**config.mk**
```make
export PLATFORM = sky130hd
export DESIGN_NAME = iftr_top
export DESIGN_NICKNAME = d
export VERILOG_FILES = /design/src/verilog/iftr_pkg.sv /design/src/verilog/iftr_area_match.sv /design/src/verilog/iftr_reset_timer.sv /design/src/verilog/iftr_top.sv
export SDC_FILE = /design/constraint.sdc
export NUM_CORES = 1
export LEC_CHECK = 0
export BUFFER_PORTS_ARGS = -buffer_cell sky130_fd_sc_hd__buf_4
export CAP_MARGIN = 5
export CELL_PAD_IN_SITES_DETAIL_PLACEMENT = 2
export CELL_PAD_IN_SITES_GLOBAL_PLACEMENT = 2
export CORE_MARGIN = 5
export CORE_UTILIZATION = 23
export CTS_CLUSTER_DIAMETER = 40
export DETAILED_ROUTE_END_ITERATION = 8
export GPL_TIMING_DRIVEN = 0
export PLACE_DENSITY_LB_ADDON = 0.1
export SETUP_SLACK_MARGIN = 0.05
export SLEW_MARGIN = 15
export SYNTH_ARGS = -nofsm -noshare
export SYNTH_HDL_FRONTEND = slang
export SYNTH_SLANG_ARGS = --single-unit
```
**constraint.sdc**
```tcl
create_clock -name aclk -period 3.42 [get_ports aclk]
set_input_delay 0.684 -clock aclk [delete_from_list [all_inputs] [get_ports aclk]]
set_output_delay 0.684 -clock aclk [all_outputs]
set_load 0.005 [all_outputs]
```
**src/verilog/iftr_pkg.sv**
```systemverilog
// Constants for the instruction fetch address trap block.
`default_nettype none
package iftr_pkg;
  // Register indices; the bus byte address is four times the index.
  localparam logic [7:0] ADDR_CONTROL = 8'h34;
  localparam logic [7:0] ADDR_CODE    = 8'h35;
  localparam logic [7:0] ADDR_STATUS  = 8'h38;
  localparam logic [7:0] ADDR_AREA    = 8'h3c;
  localparam int RAM_SEL_BIT    = 5;
  localparam int ACT_SEL_BIT    = 4;
  localparam int GUARD_EN_BIT   = 3;
  localparam int GUARD_PER_LSB  = 1;
  localparam int GUARD_ACT_BIT  = 0;
  localparam logic [7:0] CONTROL_RESET = 8'h39;
  localparam logic [7:0] CODE_ARM     = 8'hd2;
  localparam logic [7:0] CODE_CLEAR   = 8'h4e;
  localparam logic [7:0] CODE_DISABLE = 8'hb1;
  localparam int FC_HZ          = 16000000;
  localparam int CLK_HZ         = 25000000;
  localparam int RESET_FC_PERIODS = 24;
  localparam int RESET_CYCLES_RAW =
    (RESET_FC_PERIODS * (CLK_HZ / 1000)) / (FC_HZ / 1000);
  localparam int RESET_CYCLES =
    (RESET_CYCLES_RAW < 1) ? 1 : RESET_CYCLES_RAW;
  localparam logic [15:0] SFR_BASE_RESET = 16'h0000;
  localparam logic [15:0] SFR_LIMIT_RESET = 16'h003f;
  localparam logic [15:0] DBR_BASE_RESET = 16'h0f80;
  localparam logic [15:0] DBR_LIMIT_RESET = 16'h0fff;
  localparam logic [15:0] RAM_BASE_RESET = 16'h0040;
  localparam logic [15:0] RAM_LIMIT_RESET = 16'h083f;
  localparam logic [1:0] RESP_OKAY   = 2'b00;
  localparam logic [1:0] RESP_SLVERR = 2'b10;
  typedef enum logic [1:0] {
    TRAP_IDLE  = 2'b00,
    TRAP_RESET = 2'b01,
    TRAP_HOLD  = 2'b11
  } iftr_state_t;
endpackage : iftr_pkg
`default_nettype wire

```
**src/verilog/iftr_area_match.sv**
```systemverilog
// Fetch address classifier for the three trapping areas.
`default_nettype none
module iftr_area_match
  import iftr_pkg::*;
(
  input  wire logic [15:0] addr,
  input  wire logic        ram_armed,
  output logic             hit
);
  function automatic logic in_range(input logic [15:0] a,
                                    input logic [15:0] lo,
                                    input logic [15:0] hi);
    in_range = (a >= lo) && (a <= hi);
  endfunction : in_range

  wire sfr_hit = in_range(addr, SFR_BASE_RESET, SFR_LIMIT_RESET);
  wire dbr_hit = in_range(addr, DBR_BASE_RESET, DBR_LIMIT_RESET);
  wire ram_hit = in_range(addr, RAM_BASE_RESET, RAM_LIMIT_RESET);

  assign hit = sfr_hit || dbr_hit || (ram_armed && ram_hit);
endmodule : iftr_area_match
`default_nettype wire

```
**src/verilog/iftr_reset_timer.sv**
```systemverilog
// Stretches a trap reset request to a fixed length.
`default_nettype none
module iftr_reset_timer
  import iftr_pkg::*;
(
  input  wire logic aclk,
  input  wire logic aresetn,
  input  wire logic start,
  output logic      busy
);
  logic [7:0] count_q;
  logic [7:0] count_d;

  // The request stands one cycle longer than the count runs, since the
  // state machine leaves its reset state only after busy has dropped.
  assign count_d = start ? 8'(RESET_CYCLES - 1)
                 : (count_q != 8'h00) ? count_q - 8'h01 : 8'h00;
  assign busy = (count_q != 8'h00);

  always_ff @(posedge aclk)
  begin
    if (!aresetn)
      count_q <= 8'h00;
    else
      count_q <= count_d;
  end
endmodule : iftr_reset_timer
`default_nettype wire

```
**src/verilog/iftr_top.sv**
```systemverilog
// Instruction fetch address trap with its AXI4-Lite register slave.
`default_nettype none
module iftr_top
  import iftr_pkg::*;
(
  input  wire logic        aclk,
  input  wire logic        aresetn,
  input  wire logic [7:0]  s_axi_awaddr,
  input  wire logic        s_axi_awvalid,
  output logic             s_axi_awready,
  input  wire logic [31:0] s_axi_wdata,
  input  wire logic [3:0]  s_axi_wstrb,
  input  wire logic        s_axi_wvalid,
  output logic             s_axi_wready,
  output logic [1:0]       s_axi_bresp,
  output logic             s_axi_bvalid,
  input  wire logic        s_axi_bready,
  input  wire logic [7:0]  s_axi_araddr,
  input  wire logic        s_axi_arvalid,
  output logic             s_axi_arready,
  output logic [31:0]      s_axi_rdata,
  output logic [1:0]       s_axi_rresp,
  output logic             s_axi_rvalid,
  input  wire logic        s_axi_rready,
  input  wire logic [15:0] fetch_addr,
  input  wire logic        fetch_opcode,
  input  wire logic        low_speed_mode_one,
  input  wire logic        nmi_return_instruction,
  output logic             fetch_trap_interrupt,
  output logic             trap_reset_request,
  output logic             fast_osc_restart,
  output logic             guard_counter_clear,
  output logic             guard_disable,
  output logic             guard_enable_bit,
  output logic [1:0]       guard_period_select,
  output logic             guard_action_select
);

  ////////////////////////////////////////////////////////////////////////
  // AXI4-Lite write channel: address and data are latched in any order.
  logic       aw_have_q;
  logic       aw_have_d;
  logic [7:0] aw_addr_q;
  logic [7:0] aw_addr_d;
  logic       w_have_q;
  logic       w_have_d;
  logic [7:0] w_data_q;
  logic [7:0] w_data_d;
  logic       w_lane_q;
  logic       w_lane_d;
  logic       bvalid_q;
  logic       bvalid_d;
  logic [1:0] bresp_q;
  logic [1:0] bresp_d;

  wire aw_take = s_axi_awvalid && s_axi_awready;
  wire w_take  = s_axi_wvalid && s_axi_wready;
  wire wr_go   = aw_have_q && w_have_q && !bvalid_q;

  assign s_axi_awready = !aw_have_q && !bvalid_q;
  assign s_axi_wready  = !w_have_q && !bvalid_q;
  assign s_axi_bvalid  = bvalid_q;
  assign s_axi_bresp   = bresp_q;

  assign aw_have_d = wr_go ? 1'b0 : (aw_have_q || aw_take);
  assign aw_addr_d = aw_take ? s_axi_awaddr : aw_addr_q;
  assign w_have_d  = wr_go ? 1'b0 : (w_have_q || w_take);
  assign w_data_d  = w_take ? s_axi_wdata[7:0] : w_data_q;
  assign w_lane_d  = w_take ? s_axi_wstrb[0] : w_lane_q;

  // Each register owns one 32-bit word at four times its index, so the
  // control word and the code register never alias on the bus.
  function automatic logic reg_hit(input logic [7:0] byte_addr,
                                   input logic [7:0] index);
    reg_hit = (byte_addr[7:2] == index[5:0]);
  endfunction : reg_hit

  // Only byte lane 0 carries register bits; a write without it still
  // completes with OKAY but changes nothing.
  wire wr_ctrl = wr_go && w_lane_q && reg_hit(aw_addr_q, ADDR_CONTROL);
  wire wr_code = wr_go && w_lane_q && reg_hit(aw_addr_q, ADDR_CODE);
  wire wr_mapped = reg_hit(aw_addr_q, ADDR_CONTROL)
                   || reg_hit(aw_addr_q, ADDR_CODE)
                   || reg_hit(aw_addr_q, ADDR_STATUS)
                   || reg_hit(aw_addr_q, ADDR_AREA);

  assign bvalid_d = wr_go ? 1'b1 : (bvalid_q && !s_axi_bready);
  assign bresp_d  = wr_go ? (wr_mapped ? RESP_OKAY : RESP_SLVERR)
                          : bresp_q;

  always_ff @(posedge aclk)
  begin
    if (!aresetn)
    begin
      aw_have_q <= 1'b0;
      aw_addr_q <= 8'h00;
      w_have_q  <= 1'b0;
      w_data_q  <= 8'h00;
      w_lane_q  <= 1'b0;
      bvalid_q  <= 1'b0;
      bresp_q   <= RESP_OKAY;
    end
    else
    begin
      aw_have_q <= aw_have_d;
      aw_addr_q <= aw_addr_d;
      w_have_q  <= w_have_d;
      w_data_q  <= w_data_d;
      w_lane_q  <= w_lane_d;
      bvalid_q  <= bvalid_d;
      bresp_q   <= bresp_d;
    end
  end

  ////////////////////////////////////////////////////////////////////////
  // Shared control word and the code register.
  logic [7:0] control_q;
  logic [7:0] control_d;
  logic       ram_armed_q;
  logic       ram_armed_d;
  logic       guard_off_q;
  logic       guard_off_d;

  wire [7:0] code = w_data_q;

  assign control_d = wr_ctrl ? w_data_q : control_q;

  // RAM trap gate
  // The select bit written earlier reaches the classifier only here, so
  // a stray control write cannot open or close the RAM area by itself.
  wire arm_go = wr_code && (code == CODE_ARM);
  assign ram_armed_d = arm_go ? control_q[RAM_SEL_BIT] : ram_armed_q;

  assign guard_counter_clear = wr_code && (code == CODE_CLEAR);
  assign guard_off_d = (wr_code && code == CODE_DISABLE
                        && !control_q[GUARD_EN_BIT]) ? 1'b1
                     : (control_q[GUARD_EN_BIT] ? 1'b0 : guard_off_q);
  assign guard_disable       = guard_off_q;
  assign guard_enable_bit    = control_q[GUARD_EN_BIT];
  assign guard_period_select = control_q[GUARD_PER_LSB +: 2];
  assign guard_action_select = control_q[GUARD_ACT_BIT];

  always_ff @(posedge aclk)
  begin
    if (!aresetn)
    begin
      control_q   <= CONTROL_RESET;
      ram_armed_q <= 1'b1;
      guard_off_q <= 1'b0;
    end
    else
    begin
      control_q   <= control_d;
      ram_armed_q <= ram_armed_d;
      guard_off_q <= guard_off_d;
    end
  end

  ////////////////////////////////////////////////////////////////////////
  // Trap detection and action.
  logic        area_hit;
  logic        timer_busy;
  iftr_state_t state_q;
  iftr_state_t state_d;
  logic        irq_q;
  logic        irq_d;
  logic [7:0]  nest_q;
  logic [7:0]  nest_d;
  logic [15:0] last_addr_q;
  logic [15:0] last_addr_d;

  iftr_area_match u_match
  (
    .addr      (fetch_addr),
    .ram_armed (ram_armed_q),
    .hit       (area_hit)
  );

  // Fetches are ignored while a reset is stretched and in the cycle
  // after it, so a stale fetch cannot cut the restart short.
  // opcode fetch only
  wire trap = fetch_opcode && area_hit && (state_q == TRAP_IDLE);
  wire act_reset = control_q[ACT_SEL_BIT];
  wire reset_start = trap && act_reset;

  iftr_reset_timer u_timer
  (
    .aclk    (aclk),
    .aresetn (aresetn),
    .start   (reset_start),
    .busy    (timer_busy)
  );

  always_comb
  begin
    state_d = state_q;
    unique case (state_q)
      TRAP_IDLE:
        if (reset_start)
          state_d = TRAP_RESET;
      TRAP_RESET:
        if (!timer_busy)
          state_d = TRAP_HOLD;
      TRAP_HOLD:
        state_d = TRAP_IDLE;
      default:
        state_d = TRAP_IDLE;
    endcase
  end

  // new trap raised unless reset action selected; CPU nests
  assign irq_d = trap && !act_reset;
  // Nesting depth for status; it saturates so that a runaway loop of
  // traps cannot wrap it back to zero.
  assign nest_d = (irq_d && !nmi_return_instruction && nest_q != 8'hff)
                  ? nest_q + 8'h01
                : (!irq_d && nmi_return_instruction && nest_q != 8'h00)
                  ? nest_q - 8'h01 : nest_q;
  assign last_addr_d = trap ? fetch_addr : last_addr_q;

  always_ff @(posedge aclk)
  begin
    if (!aresetn)
    begin
      state_q     <= TRAP_IDLE;
      irq_q       <= 1'b0;
      nest_q      <= 8'h00;
      last_addr_q <= 16'h0000;
    end
    else
    begin
      state_q     <= state_d;
      irq_q       <= irq_d;
      nest_q      <= nest_d;
      last_addr_q <= last_addr_d;
    end
  end

  assign fetch_trap_interrupt = irq_q;
  // bounded reset length
  // It stands RESET_CYCLES cycles, which stays within 24 fast periods.
  assign trap_reset_request   = (state_q == TRAP_RESET);
  assign fast_osc_restart = trap_reset_request && low_speed_mode_one;

  ////////////////////////////////////////////////////////////////////////
  // AXI4-Lite read channel: the shared word is write-only and reads zero.
  logic        rvalid_q;
  logic        rvalid_d;
  logic [31:0] rdata_q;
  logic [31:0] rdata_d;
  logic [1:0]  rresp_q;
  logic [1:0]  rresp_d;

  wire ar_take = s_axi_arvalid && s_axi_arready;
  // The control and code words are write-only and read back as zero.
  wire rd_ctrl = reg_hit(s_axi_araddr, ADDR_CONTROL)
                 || reg_hit(s_axi_araddr, ADDR_CODE);
  wire rd_stat = reg_hit(s_axi_araddr, ADDR_STATUS);
  wire rd_area = reg_hit(s_axi_araddr, ADDR_AREA);
  wire [31:0] stat_word = {nest_q, 20'h00000, ram_armed_q,
                           guard_off_q, trap_reset_request, irq_q};
  wire [31:0] rd_word = rd_stat ? stat_word
                      : rd_area ? {16'h0000, last_addr_q} : 32'h00000000;

  assign s_axi_arready = !rvalid_q;
  assign rvalid_d = ar_take ? 1'b1 : (rvalid_q && !s_axi_rready);
  assign rdata_d  = ar_take ? rd_word : rdata_q;
  assign rresp_d  = ar_take ? ((rd_ctrl || rd_stat || rd_area)
                               ? RESP_OKAY : RESP_SLVERR) : rresp_q;
  assign s_axi_rvalid = rvalid_q;
  assign s_axi_rdata  = rdata_q;
  assign s_axi_rresp  = rresp_q;

  always_ff @(posedge aclk)
  begin
    if (!aresetn)
    begin
      rvalid_q <= 1'b0;
      rdata_q  <= 32'h00000000;
      rresp_q  <= RESP_OKAY;
    end
    else
    begin
      rvalid_q <= rvalid_d;
      rdata_q  <= rdata_d;
      rresp_q  <= rresp_d;
    end
  end

endmodule : iftr_top
`default_nettype wire

```
==> flow_summary.json <==
{
  "pin_count": 128,
  "crit_required_ps": 3690,
  "yosys-top-cells-area": "dfxtp_1 (45%), mux2i_1 (8.7%), nand2_1 (6.3%), a21oi_1 (5.3%), nor2_1 (4.3%)",
  "p_leak_nw": 2.168,
  "synthArstFlopShare_pct": 0,
  "htree_levels": 3,
  "clock_latency_ps": 340,
  "fin_cells": 780,
  "clk_path_buf_depth": 2,
  "synth_top_area_share_pct": 45.14,
  "synthTopCellsByCount": "dfxtp_1 (88), nand2_1 (65), nor2_1 (45), a21oi_1 (41), mux2i_1 (34)",
  "ir_drop_uv": 245.1,
  "nets": 641,
  "fmax_ghz": 0.3156,
  "period_share_pct": 92.64,
  "setup_slack_ps": 251.6,
  "cpMostUsedCell": "mux2i_1",
  "min_path_type": "reg2reg",
  "cp.arrival_ps": 3440,
  "wl_per_cell_um": 16.80,
  "synth_edf_count": 0,
  "synth_cell_types": 56,
  "critical_path.startpoint": "fetch_addr[13]",
  "path_clk_slew_ps": 70,
  "p_switching_uw": 675.5,
  "tritoncts": "done",
  "fin_tns_setup_ps": 0,
  "antenna_found_initial": 0,
  "vias": 3583,
  "powerDensity_mw_per_mm2": 481.8,
  "grt_setup_unrepaired": "false",
  "drt_iter0_markers": 94,
  "synth_cells": 444,
  "cts.sinks": 88,
  "slew_headroom_pct": 53.47,
  "wl_um": 13100,
  "outcome": "finished, final reports clean",
  "layout-area-overhead-vs-synth_pct": 33.57,
  "clkPwrFrac_pct": 40.9,
  "crit_path_top_delay_cell": "or4_1",
  "yosysMostFrequentCell": "dfxtp_1",
  "die_y_um": 140.3,
  "cp-end-kind": "flop",
  "p_total_mw": 2.511,
  "grt_pass1_vias": 3959,
  "p_int_mw": 1.836,
  "die_width_um": 140.3,
  "synth_top_area_cell": "dfxtp_1",
  "min-delay-start": "u_timer.count_q[0]",
  "max_cap_viol_count": 0,
  "numCtsBuffers": 9,
  "coreArea_mm2": 0.01664,
  "placed_cells": 759,
  "grt_usage_pct": 13.61,
  "synth_seq_area_share_pct": 45.14,
  "crit_path_start_kind": "input port",
  "cp_top_family": "simple AND/OR/NAND/NOR gates",
  "start_util_pct": 23.45,
  "die-area_mm2": 0.01967,
  "fin_skew_ps": 6.150,
  "row_count": 47,
  "synth_area_mm2": 0.003902,
  "portBuffers": 86,
  "final_antenna_net_count": 0,
  "avgSynthCellArea_um2": 8.789,
  "ctsRootBufferMaster": "clkbuf_16",
  "setup_viol": 0,
  "grt_pass1_wl_um": 21270,
  "switching_share_pct": 26.90,
  "slowest_delay_ps": 520,
  "seqPwrFrac_pct": 45.0,
  "pre_cts_ws_ps": -445.3,
  "grt_overflow": 0,
  "ys.flop_type": "dfxtp_1",
  "finalCriticalPeriod_ps": 3168,
  "criticalPathCategory": "in2reg",
  "synth_warnings": 0,
  "drive_gt1_share_pct": 23.75,
  "drv_slew": 0,
  "dp_hpwl_um": 10150,
  "fillers": 1883,
  "path_cells": "buf_4, nor4b_2, nand2_1, a21oi_4, or3b_4, ha_1, or4_1, o21ai_0, nor3b_1, mux2i_1, mux2i_1",
  "cp_max_fo": 7,
  "combPwrFrac_pct": 14.1,
  "grt_max_degree": 16,
  "critPathBufInv": 1,
  "hold_viol_final": 0,
  "antenna-diode-count": 0,
  "place_congestion": 0.7245,
  "r2r-start": "state_q[0]",
  "drtPass1Iterations": 4,
  "via_per_inst": 4.594,
  "tightest_slew_ps": 698.0,
  "drc": 0,
  "ys_seq_elements": 88
}
-- cell type report --
type                            count  area, um2  area share, %
Tap cell                          220      275.3          5.281
Timing Repair Buffer               91      683.2          13.11
Multi-Input combinational cell    321       1953          37.47
Clock inverter                      5      65.06          1.248
Sequential cell                    88       1762          33.80
Clock buffer                       11      242.7          4.657
Buffer                             34      193.9          3.721
Inverter                           10      37.54         0.7201
-- routing by layer --
| metal | up-vias | global-route usage [%] | part of all wire [%] |
|---|---|---|---|
| met5 | - | 0 | 0 |
| met3 | 10 | 3.613 | 5.2 |
| li1 | 1735 | - | - |
| met2 | 60 | 23.89 | 51 |
| met1 | 1778 | 15.98 | 43 |
| met4 | 0 | 4.742 | 0.90 |
-- sequential cells by signal, summed over array words and instances, names as in the netlist --
| name | flops |
|---|---|
| s_axi_bresp | 1 |
| guard_disable | 1 |
| state_q | 2 |
| ram_armed_q | 1 |
| nest_q | 8 |
| w_lane_q | 1 |
| s_axi_rdata | 24 |
| code | 8 |
| control_q | 6 |
| s_axi_rresp | 1 |
| w_have_q | 1 |
| fetch_trap_interrupt | 1 |
| aw_addr_q | 6 |
| aw_have_q | 1 |
| u_timer.count_q | 8 |
| s_axi_bvalid | 1 |
| s_axi_rvalid | 1 |
| last_addr_q | 16 |
-- power groups by stage --
stage	Clock [mW]	Sequential (mW)	Combinational, mW
after global routing	1.12	1.14	0.403
after floorplan	0	1.14	0.232
final	1.03	1.13	0.354
after global placement	0	1.15	0.349
after CTS	1.07	1.13	0.363
after detailed placement	0	1.15	0.362
-- cells in the final DEF (no fill, tap or decap), types with 5 or more instances in the layout --
master / n
inv_1: 10
buf_4: 103
nand2_1: 65
dfxtp_1: 88
a221oi_1: 5
ha_1: 7
clkbuf_1: 17
nor3_1: 12
conb_1: 10
nor2_1: 45
clkbuf_16: 9
a21oi_1: 41
nand3_1: 24
xor2_1: 6
and2_1: 9
nand2b_1: 5
mux2i_1: 34
-- worst paths after layout --
check        slack, ps                  to  cells past startpoint
max reg2reg        350           nest_q[7]                     10
min reg2reg        460  u_timer.count_q[0]                      1
max                250           nest_q[7]                     11
min                460  u_timer.count_q[0]                      1
-- logic make-up after synthesis --
kind of cell,count (synthesis),synth area share [%]
compound gates,68,10.61
xor+xnor,7,1.571
fa+ha+maj,8,2.757
buf+inv,44,5.932
flops,88,45.14
mux,37,9.971
other cells,1,0.09609
simple gates,191,23.92
-- worst reg2reg max path: stages (launching register included) --
cell     delay [ps]
dfxtp_1         330
nor4b_2         260
nand2_1         190
a21oi_4         260
or3b_4          480
ha_1            380
or4_1           520
o21ai_0         120
nor3b_1          70
mux2i_1         180
mux2i_1         210
-- repair_timing --
action / in CTS / in global routing
setup buffers: 0 / 5
gates resized for setup: 1 / 1
pin swaps: 0 / 1
cloned: 0 / 0
endpoints found under the setup margin: 3 / 3
hold buffers: 0 / 0
-- through the flow --
step / hold WS [ps] / utilization, % / area, um2
2_1_floorplan: 420.8 / - / 3936
3_3_place_gp: 439.0 / 29.19 / 4857
3_5_place_dp: 445.2 / 29.19 / 4857
4_1_cts: 459.3 / 31.08 / 5172
5_1_grt: 486.9 / 31.32 / 5213
6_report: 455.9 / 31.32 / 5213
No activity file was read; power rests on OpenSTA's default activity.
